==> src/rtl/rcic_defines.svh <==
`ifndef RCIC_DEFINES_SVH
`define RCIC_DEFINES_SVH

// number of interrupt sources handled by the block
`define RCIC_NUM_SOURCES        10

// register byte addresses
`define RCIC_ADDR_MASK_CTRL     32'h4000000c
`define RCIC_ADDR_MASKED_STAT   32'h40000010
`define RCIC_ADDR_RAW_STAT      32'h40000014
`define RCIC_ADDR_ACK           32'h40000018

// source bit positions, shared by control, status and acknowledge registers; bit 15 is the tick gate enable, in the control register only
`define RCIC_BIT_BASE_TICK      0
`define RCIC_BIT_RECEIVE        1
`define RCIC_BIT_SLEEP_END      2
`define RCIC_BIT_EVENT_END      3
`define RCIC_BIT_CIPHER         4
`define RCIC_BIT_FAULT          5
`define RCIC_BIT_GROSS_TIMER    6
`define RCIC_BIT_FINE_TIMER     7
`define RCIC_BIT_EVENT_ABORT    8
`define RCIC_BIT_SOFT           9
`define RCIC_BIT_TICK_IN_EVENT  15

// reset values
`define RCIC_MASK_RESET         10'h11f
`define RCIC_TICK_IN_EVENT_RESET 1'b1
`define RCIC_STATUS_RESET       10'h000
`define RCIC_READ_DATA_RESET    32'h00000000

`endif

==> src/rtl/rcic_pkg.sv <==
package rcic_pkg;

    typedef enum {
        RCIC_SEL_NONE,
        RCIC_SEL_MASK_CTRL,
        RCIC_SEL_MASKED_STAT,
        RCIC_SEL_RAW_STAT,
        RCIC_SEL_ACK
    } rcic_reg_sel_e;

    typedef struct packed {
        logic ack;
    } rcic_bus_state_s;

    typedef struct packed {
        logic [9:0] pending;
    } rcic_flag_state_s;

    typedef struct packed {
        logic [9:0]  mask;
        logic        tick_in_event_en;
        logic [31:0] read_data;
    } rcic_ctrl_state_s;

endpackage : rcic_pkg

==> src/rtl/rcic_wb_slave.sv <==
`timescale 1ns/10ps
`default_nettype none
`include "rcic_defines.svh"

module rcic_wb_slave
    import rcic_pkg::*;
(
    input  wire logic        clk_in,      // core bus clock
    input  wire logic        reset_in,    // async reset, active high
    input  wire logic        cyc_in,      // wishbone cycle
    input  wire logic        stb_in,      // wishbone strobe
    input  wire logic [31:0] adr_in,      // byte address
    output logic             ack_out,     // wishbone acknowledge
    output logic             start_out,   // request seen, answer next cycle
    output logic             done_out,    // request completes at this edge
    output rcic_reg_sel_e    sel_out      // decoded register
);

    rcic_bus_state_s state;
    rcic_bus_state_s next_state;
    logic            request;

    assign request   = cyc_in & stb_in;
    assign ack_out   = state.ack;
    // ack drops in the cycle after it was given, so every access costs two cycles
    assign start_out = request & ~state.ack;
    assign done_out  = request & state.ack;

    always_comb begin
        if (adr_in == `RCIC_ADDR_MASK_CTRL) begin
            sel_out = RCIC_SEL_MASK_CTRL;
        end else if (adr_in == `RCIC_ADDR_MASKED_STAT) begin
            sel_out = RCIC_SEL_MASKED_STAT;
        end else if (adr_in == `RCIC_ADDR_RAW_STAT) begin
            sel_out = RCIC_SEL_RAW_STAT;
        end else if (adr_in == `RCIC_ADDR_ACK) begin
            sel_out = RCIC_SEL_ACK;
        end else begin
            sel_out = RCIC_SEL_NONE;
        end
    end

    always_comb begin
        next_state     = state;
        next_state.ack = start_out;
    end

    always_ff @(posedge clk_in or posedge reset_in) begin
        if (reset_in) begin
            state <= '0;
        end else begin
            state <= next_state;
        end
    end

endmodule : rcic_wb_slave

`default_nettype wire

==> src/rtl/rcic_flag_bank.sv <==
`timescale 1ns/10ps
`default_nettype none
`include "rcic_defines.svh"

module rcic_flag_bank
    import rcic_pkg::*;
(
    input  wire logic       clk_in,       // core bus clock
    input  wire logic       reset_in,     // async reset, active high
    input  wire logic [9:0] set_in,       // one-cycle event pulses
    input  wire logic [9:0] clear_in,     // one-cycle clear pulses
    output logic      [9:0] pending_out   // sticky pending flags
);

    rcic_flag_state_s state;
    rcic_flag_state_s next_state;
    logic [9:0]       next_bit;

    genvar i;
    generate
        for (i = 0; i < `RCIC_NUM_SOURCES; i = i + 1) begin : g_flag
            // a set in the clearing cycle wins so no event is lost
            assign next_bit[i] = set_in[i] | (state.pending[i] & ~clear_in[i]);
        end
    endgenerate

    always_comb begin
        next_state         = state;
        next_state.pending = next_bit;
    end

    always_ff @(posedge clk_in or posedge reset_in) begin
        if (reset_in) begin
            state.pending <= `RCIC_STATUS_RESET;
        end else begin
            state <= next_state;
        end
    end

    assign pending_out = state.pending;

endmodule : rcic_flag_bank

`default_nettype wire

==> src/rtl/rcic_top.sv <==
`timescale 1ns/10ps
`default_nettype none
`include "rcic_defines.svh"

module rcic_top
    import rcic_pkg::*;
(
    input  wire logic        clk_in,                 // core bus clock, 25 MHz
    input  wire logic        reset_in,               // async reset, active high
    input  wire logic        wb_cyc_in,              // wishbone cycle
    input  wire logic        wb_stb_in,              // wishbone strobe
    input  wire logic        wb_we_in,               // wishbone write enable
    input  wire logic [31:0] wb_adr_in,              // wishbone byte address
    input  wire logic [3:0]  wb_sel_in,              // wishbone byte lanes
    input  wire logic [31:0] wb_dat_in,              // wishbone write data
    output logic      [31:0] wb_dat_out,             // wishbone read data
    output logic             wb_ack_out,             // wishbone acknowledge
    input  wire logic [9:0]  source_event_in,        // raw event pulses, one per source
    input  wire logic [9:0]  source_ack_in,          // acknowledge strobes from core logic
    input  wire logic        radio_event_active_in,  // a radio event is in progress
    output logic      [9:0]  masked_status_out,      // masked pending flags
    output logic             irq_out                 // level interrupt request
);

    rcic_ctrl_state_s state;
    rcic_ctrl_state_s next_state;

    logic          bus_start;
    logic          bus_done;
    rcic_reg_sel_e bus_sel;
    logic          write_done;
    logic [9:0]    pending;
    logic [9:0]    sw_clear;
    logic [9:0]    all_clear;
    logic [9:0]    event_gate;
    logic [9:0]    masked;
    logic [31:0]   ctrl_word;
    logic [31:0]   masked_word;
    logic [31:0]   raw_word;
    logic [31:0]   read_word;

    rcic_wb_slave u_bus (
        .clk_in    (clk_in),
        .reset_in  (reset_in),
        .cyc_in    (wb_cyc_in),
        .stb_in    (wb_stb_in),
        .adr_in    (wb_adr_in),
        .ack_out   (wb_ack_out),
        .start_out (bus_start),
        .done_out  (bus_done),
        .sel_out   (bus_sel)
    );

    // writes take effect only at the edge where the master sees ack
    assign write_done = bus_done & wb_we_in;

    // acknowledge register: write one clears, low two byte lanes hold the ten bits
    always_comb begin
        sw_clear = 10'h000;
        if (write_done && (bus_sel == RCIC_SEL_ACK)) begin
            if (wb_sel_in[0]) begin
                sw_clear[7:0] = wb_dat_in[7:0];
            end
            if (wb_sel_in[1]) begin
                sw_clear[9:8] = wb_dat_in[9:8];
            end
        end
    end

    // clears from software and from the core both drop the raw and masked bit
    assign all_clear = sw_clear | source_ack_in;

    rcic_flag_bank u_flags (
        .clk_in      (clk_in),
        .reset_in    (reset_in),
        .set_in      (source_event_in),
        .clear_in    (all_clear),
        .pending_out (pending)
    );

    // the base tick keeps its raw flag during radio events; with tick_in_event_en
    // clear only its delivery is held back, so software still sees ticks it missed
    always_comb begin
        event_gate = 10'h3ff;
        event_gate[`RCIC_BIT_BASE_TICK] =
            ~(radio_event_active_in & ~state.tick_in_event_en);
    end

    assign masked = pending & state.mask & event_gate;

    // register images; bits above the documented fields read zero
    always_comb begin
        ctrl_word                         = 32'h00000000;
        ctrl_word[9:0]                    = state.mask;
        ctrl_word[`RCIC_BIT_TICK_IN_EVENT] = state.tick_in_event_en;
        // bits 14:10 stay zero
    end

    always_comb begin
        masked_word      = 32'h00000000;
        masked_word[9:0] = masked;
    end

    always_comb begin
        raw_word      = 32'h00000000;
        raw_word[9:0] = pending;
    end

    // read mux; unmapped addresses and the acknowledge register read zero
    always_comb begin
        if (bus_sel == RCIC_SEL_MASK_CTRL) begin
            read_word = ctrl_word;
        end else if (bus_sel == RCIC_SEL_MASKED_STAT) begin
            read_word = masked_word;
        end else if (bus_sel == RCIC_SEL_RAW_STAT) begin
            read_word = raw_word;
        end else begin
            read_word = 32'h00000000;
        end
    end

    always_comb begin
        next_state = state;
        if (bus_start && !wb_we_in) begin
            next_state.read_data = read_word;
        end
        if (write_done && (bus_sel == RCIC_SEL_MASK_CTRL)) begin
            if (wb_sel_in[0]) begin
                next_state.mask[7:0] = wb_dat_in[7:0];
            end
            if (wb_sel_in[1]) begin
                next_state.mask[9:8] = wb_dat_in[9:8];
                next_state.tick_in_event_en =
                    wb_dat_in[`RCIC_BIT_TICK_IN_EVENT];
            end
        end
        // writes to either status register are ignored
    end

    always_ff @(posedge clk_in or posedge reset_in) begin
        if (reset_in) begin
            state.mask             <= `RCIC_MASK_RESET;
            state.tick_in_event_en <= `RCIC_TICK_IN_EVENT_RESET;
            state.read_data        <= `RCIC_READ_DATA_RESET;
        end else begin
            state <= next_state;
        end
    end

    assign wb_dat_out        = state.read_data;
    assign masked_status_out = masked;
    // level held while any masked flag is pending, not a pulse
    assign irq_out           = |masked;

endmodule : rcic_top

`default_nettype wire

==> config.mk <==
export PLATFORM = sky130hd
export DESIGN_NAME = rcic_top
export DESIGN_NICKNAME = d
export VERILOG_FILES = /design/src/rtl/rcic_pkg.sv /design/src/rtl/rcic_wb_slave.sv /design/src/rtl/rcic_flag_bank.sv /design/src/rtl/rcic_top.sv
export VERILOG_INCLUDE_DIRS = /design/src /design/src/rtl
export SDC_FILE = /design/constraint.sdc
export NUM_CORES = 1
export LEC_CHECK = 0
export BUFFER_PORTS_ARGS = -buffer_cell sky130_fd_sc_hd__buf_4
export CAP_MARGIN = 20
export CORE_ASPECT_RATIO = 0.6
export CORE_MARGIN = 4
export CORE_UTILIZATION = 44
export DETAILED_ROUTE_END_ITERATION = 16
export PLACE_DENSITY = 0.86
export SLEW_MARGIN = 10
export SYNTH_ARGS = -nofsm -noshare
export SYNTH_HDL_FRONTEND = slang
export SYNTH_SLANG_ARGS = --single-unit
export TNS_END_PERCENT = 30
==> constraint.sdc <==
create_clock -name clk_in -period 2.9 [get_ports clk_in]
set_clock_uncertainty 0.05 [all_clocks]
set_input_delay 0.145 -clock clk_in [delete_from_list [all_inputs] [get_ports clk_in]]
set_output_delay 0.145 -clock clk_in [all_outputs]
set_load 0.01 [all_outputs]
==> run summary <==
Core Region -> 4170 µm²
fill count -> 354
Worst-Margin Slew -> 0.755 ns
RSZ-0062 raised after global routing -> no
Synth Area in Compound Gates -> 17.2%
CTS Buf Count -> 5
Seq pwr share -> 47.7%
Internal -> 0.000764 W
total congestion overflow -> 0
pre-CTS WS -> 0.706 ns
Area Overhead vs Synth -> 41.7%
sequential-to-total area share from yosys stat -> 43.2%
CP endpoint kind -> flop
Syn Inst Count -> 201
Initial Utilization -> 46.3%
DRT antenna net count -> 0
initial antenna violation count -> 0
R2R cell count -> 3
Final Hold Viols -> 0
Post-CTS Setup Bufs -> 0
htree depth -> 2
switching share of total power -> 24.4%
worst hold path endpoint -> u_flags.pending_out[7]$_DFF_PP0_
critical path's top delay family -> simple AND/OR/NAND/NOR gates
warnings from Yosys -> 0
Synth Area in Adders -> 0%
crit path kind -> flop to flop
layout cells sized above 1 -> 43.5%
multiplexer share of the synthesized area -> 6.42%
drt pass-1 iters -> 4
register area -> 835 µm²
Root Buffer -> clkbuf_8
reg-to-reg critical path startpoint -> u_bus.ack_out$_DFF_PP0_
Fin Hold WS -> 0.00983 ns
Clock power frac -> 38.3%
Final Setup Violations -> 0
largest stage delay on the critical path -> 0.69 ns
die width -> 93.5 µm
Clock Tree Buf Depth -> 2
1st-iter DRT viols -> 103
Max Fclk -> 512 MHz
CP max-delay cell -> or3_1
maxcap violations -> 0
first-pass GRT wire length -> 9230 µm
Final Max Slew Viols -> 0
clock latency on the worst-skew pair -> 0.29 ns
number of global-route vias before repair -> 1929
part of the power in combinational logic -> 14.1%
CP max FO -> 21
Vias -> 1849
Mapped Area -> 1930 µm²
All-Layer GR Usage -> 22.0%
XOR/XNOR share of the synthesized area -> 0%
area of the multi-input gates -> 915 µm²
final setup margin -> 0.948 ns
CTS resizes -> 0
mean post-synth cell area -> 9.60 µm²
headroom to the max-slew limit -> 49.4%
Avg WL per Cell -> 16.5 µm
period utilization -> 67.3%
met2 routed WL -> 2820 µm
largest net degree at the start of global routing -> 34
simple-gate share of the synthesized area -> 19.7%
GPL Wtd Cong -> 0.824
Yosys cell types -> 33
Hold Startpoint -> wb_dat_in[7]
max layer used -> met4
Seq cells post-synth -> 33
Crit path top cell by count -> or3_1
R2R setup slack -> 0.95 ns
fin crit period -> 1.95 ns
Routed met1 length -> 2470 µm
placed wire-length estimate -> 4690 µm
Clk pin slew, worst setup/hold paths -> 0.07 ns
Required @ worst endpoint -> 3.04 ns
Buf+Inv Stages, Crit Path -> 0
largest family of logic cells by synthesized area -> simple AND/OR/NAND/NOR gates
final net count -> 394
hold crit path type -> input pin to flop
die area -> 5550 µm²
status -> finished clean
Placement Rows -> 18
I/O pin count -> 138
Worst VDD drop -> 0.000156 V
vias per cell -> 5.12
critical path arrival -> 2.09 ns
Total Neg Setup Slack -> 0 ns
critical path launch point type -> flop
Sw Pwr -> 0.000247 W
routed wl met3 -> 605 µm
crit-path cells -> or3_1 > or3_1 > o31ai_1
n_diodes -> 0
CTS tree -> built
die height -> 59.3 µm
Sink Count -> 33
power per cell area -> 369 nW/µm²
Buffers on Ports -> 93
Lkg Pwr -> 1.37 nW
WL final -> 5950 µm
Final Util -> 65.6%
DR DRC count -> 0
hold depth -> 2
RR Endpoint -> wb_dat_out[8]$_DFFE_PP0P_
[worst register-to-register path, cell delays in order (launching register included)]
cell and delay (ns):
dfrtp_1 0.40, or3_1 0.69, or3_1 0.47, o31ai_1 0.26
[worst max path at each step]
stage | from | to | slack [ns] | depth (start not counted)
2_1_floorplan | wb_adr_in[7] | ctrl_word[5]$_DFFE_PP0P_ | 1.07 | 4
3_3_place_gp | wb_adr_in[29] | ctrl_word[5]$_DFFE_PP0P_ | 0.74 | 5
3_5_place_dp | wb_adr_in[7] | wb_dat_out[1]$_DFFE_PP0P_ | 0.71 | 5
4_1_cts | u_bus.ack_out$_DFF_PP0_ | wb_dat_out[8]$_DFFE_PP0P_ | 0.95 | 3
5_1_grt | u_bus.ack_out$_DFF_PP0_ | wb_dat_out[8]$_DFFE_PP0P_ | 0.84 | 3
6_report | u_bus.ack_out$_DFF_PP0_ | wb_dat_out[8]$_DFFE_PP0P_ | 0.95 | 3
[state kept, by name, summed over array words and instances, names as in the netlist]
signal / cells
ctrl_word: 11
wb_dat_out: 11
u_flags.pending_out: 10
u_bus.ack_out: 1
[cell families after synthesis]
kind of cell / Yosys count
and+or+nand+nor: 59
DFF: 33
buffers and inverters: 47
muxes: 11
AOI/OAI and AO/OA: 50
other: 1
[timing repair]
action	CTS	global route
hold buffers	1	0
endpoints found under the setup margin	0	0
endpoints found under the hold margin	26	0
[cells in the final DEF (no fill, tap or decap)]
| cell | instances |
|---|---|
| nand2_1 | 17 |
| o21ai_0 | 1 |
| buf_4 | 95 |
| a21oi_1 | 26 |
| and2_1 | 9 |
| nor2_1 | 8 |
| or3_4 | 2 |
| dfstp_2 | 7 |
| o31ai_1 | 2 |
| nand3_1 | 1 |
| or4b_1 | 1 |
| nor2b_1 | 1 |
| nor3b_2 | 2 |
| nor4_2 | 1 |
| nor3_2 | 1 |
| mux2_2 | 11 |
| dfrtp_1 | 26 |
| nor4b_1 | 1 |
| o41ai_1 | 9 |
| nor3_1 | 2 |
| nor4_4 | 2 |
| a22oi_1 | 2 |
| nor4_1 | 5 |
| or2_2 | 1 |
| clkinv_2 | 1 |
| conb_1 | 21 |
| or3_1 | 2 |
| inv_1 | 23 |
| and4_1 | 1 |
| nand4_2 | 1 |
| dlygate4sd3_1 | 1 |
| clkbuf_8 | 7 |
| a41oi_1 | 10 |
| nand4_1 | 1 |
[metal layers]
layer	vias up	GRT usage (%)
li1	879	-
met1	875	28.0
met2	88	36.6
met3	7	6.60
met4	0	6.89
met5	-	0
[synth_stat cells]
cell | number | area share, %
a21oi_1 | 26 | 6.7
dfrtp_1 | 26 | 34
inv_1 | 23 | 4.5
buf_4 | 21 | 8.2
nand2_1 | 17 | 3.3
mux2_2 | 11 | 6.4
a41oi_1 | 10 | 4.5
and2_1 | 9 | 2.9
o41ai_1 | 9 | 4.1
nor2_1 | 8 | 1.6
dfstp_2 | 7 | 9.5
nor4_1 | 5 | 1.6
a22oi_1 | 2 | 0.78
clkbuf_1 | 2 | 0.39
nor3_1 | 2 | 0.52
nor3b_2 | 2 | 1.3
nor4_4 | 2 | 2.2
o31ai_1 | 2 | 0.78
or3_1 | 2 | 0.65
or3_4 | 2 | 1.2
and4_1 | 1 | 0.45
buf_2 | 1 | 0.26
conb_1 | 1 | 0.19
nand3_1 | 1 | 0.26
nand4_1 | 1 | 0.32
nand4_2 | 1 | 0.65
nor2b_1 | 1 | 0.32
nor3_2 | 1 | 0.52
nor4_2 | 1 | 0.65
nor4b_1 | 1 | 0.45
o21ai_0 | 1 | 0.26
or2_2 | 1 | 0.32
or4b_1 | 1 | 0.52
[stage by stage]
| stage | total power [W] | instance area (µm²) | cells |
|---|---|---|---|
| after floorplan | 0.000557 | 2010 | 221 |
| after global placement | 0.000623 | 2620 | 352 |
| after detailed placement | 0.000630 | 2620 | 352 |
| after CTS | 0.00101 | 2740 | 361 |
| after global routing | 0.00106 | 2740 | 361 |
| final | 0.00101 | 2740 | 361 |
[power by group through the flow]
| stage | clock network, W | logic [W] | registers [W] |
|---|---|---|---|
| finish | 0.000387 | 0.000142 | 0.000481 |
| global route | 0.000417 | 0.000157 | 0.000482 |
| CTS | 0.000391 | 0.000142 | 0.000481 |
| detailed placement | 0 | 0.000140 | 0.000489 |
| global placement | 0 | 0.000135 | 0.000489 |
| floorplan | 0 | 0.0000706 | 0.000487 |
[final cells by class]
class	count	share of cell area, %
Multi-Input combinational cell	141	33.4
Sequential cell	33	30.5
Timing Repair Buffer	96	26.4
Clock buffer	7	3.52
Inverter	23	3.16
Tap cell	60	2.74
Clock inverter	1	0.183
No activity file was read; power rests on OpenSTA's default activity.
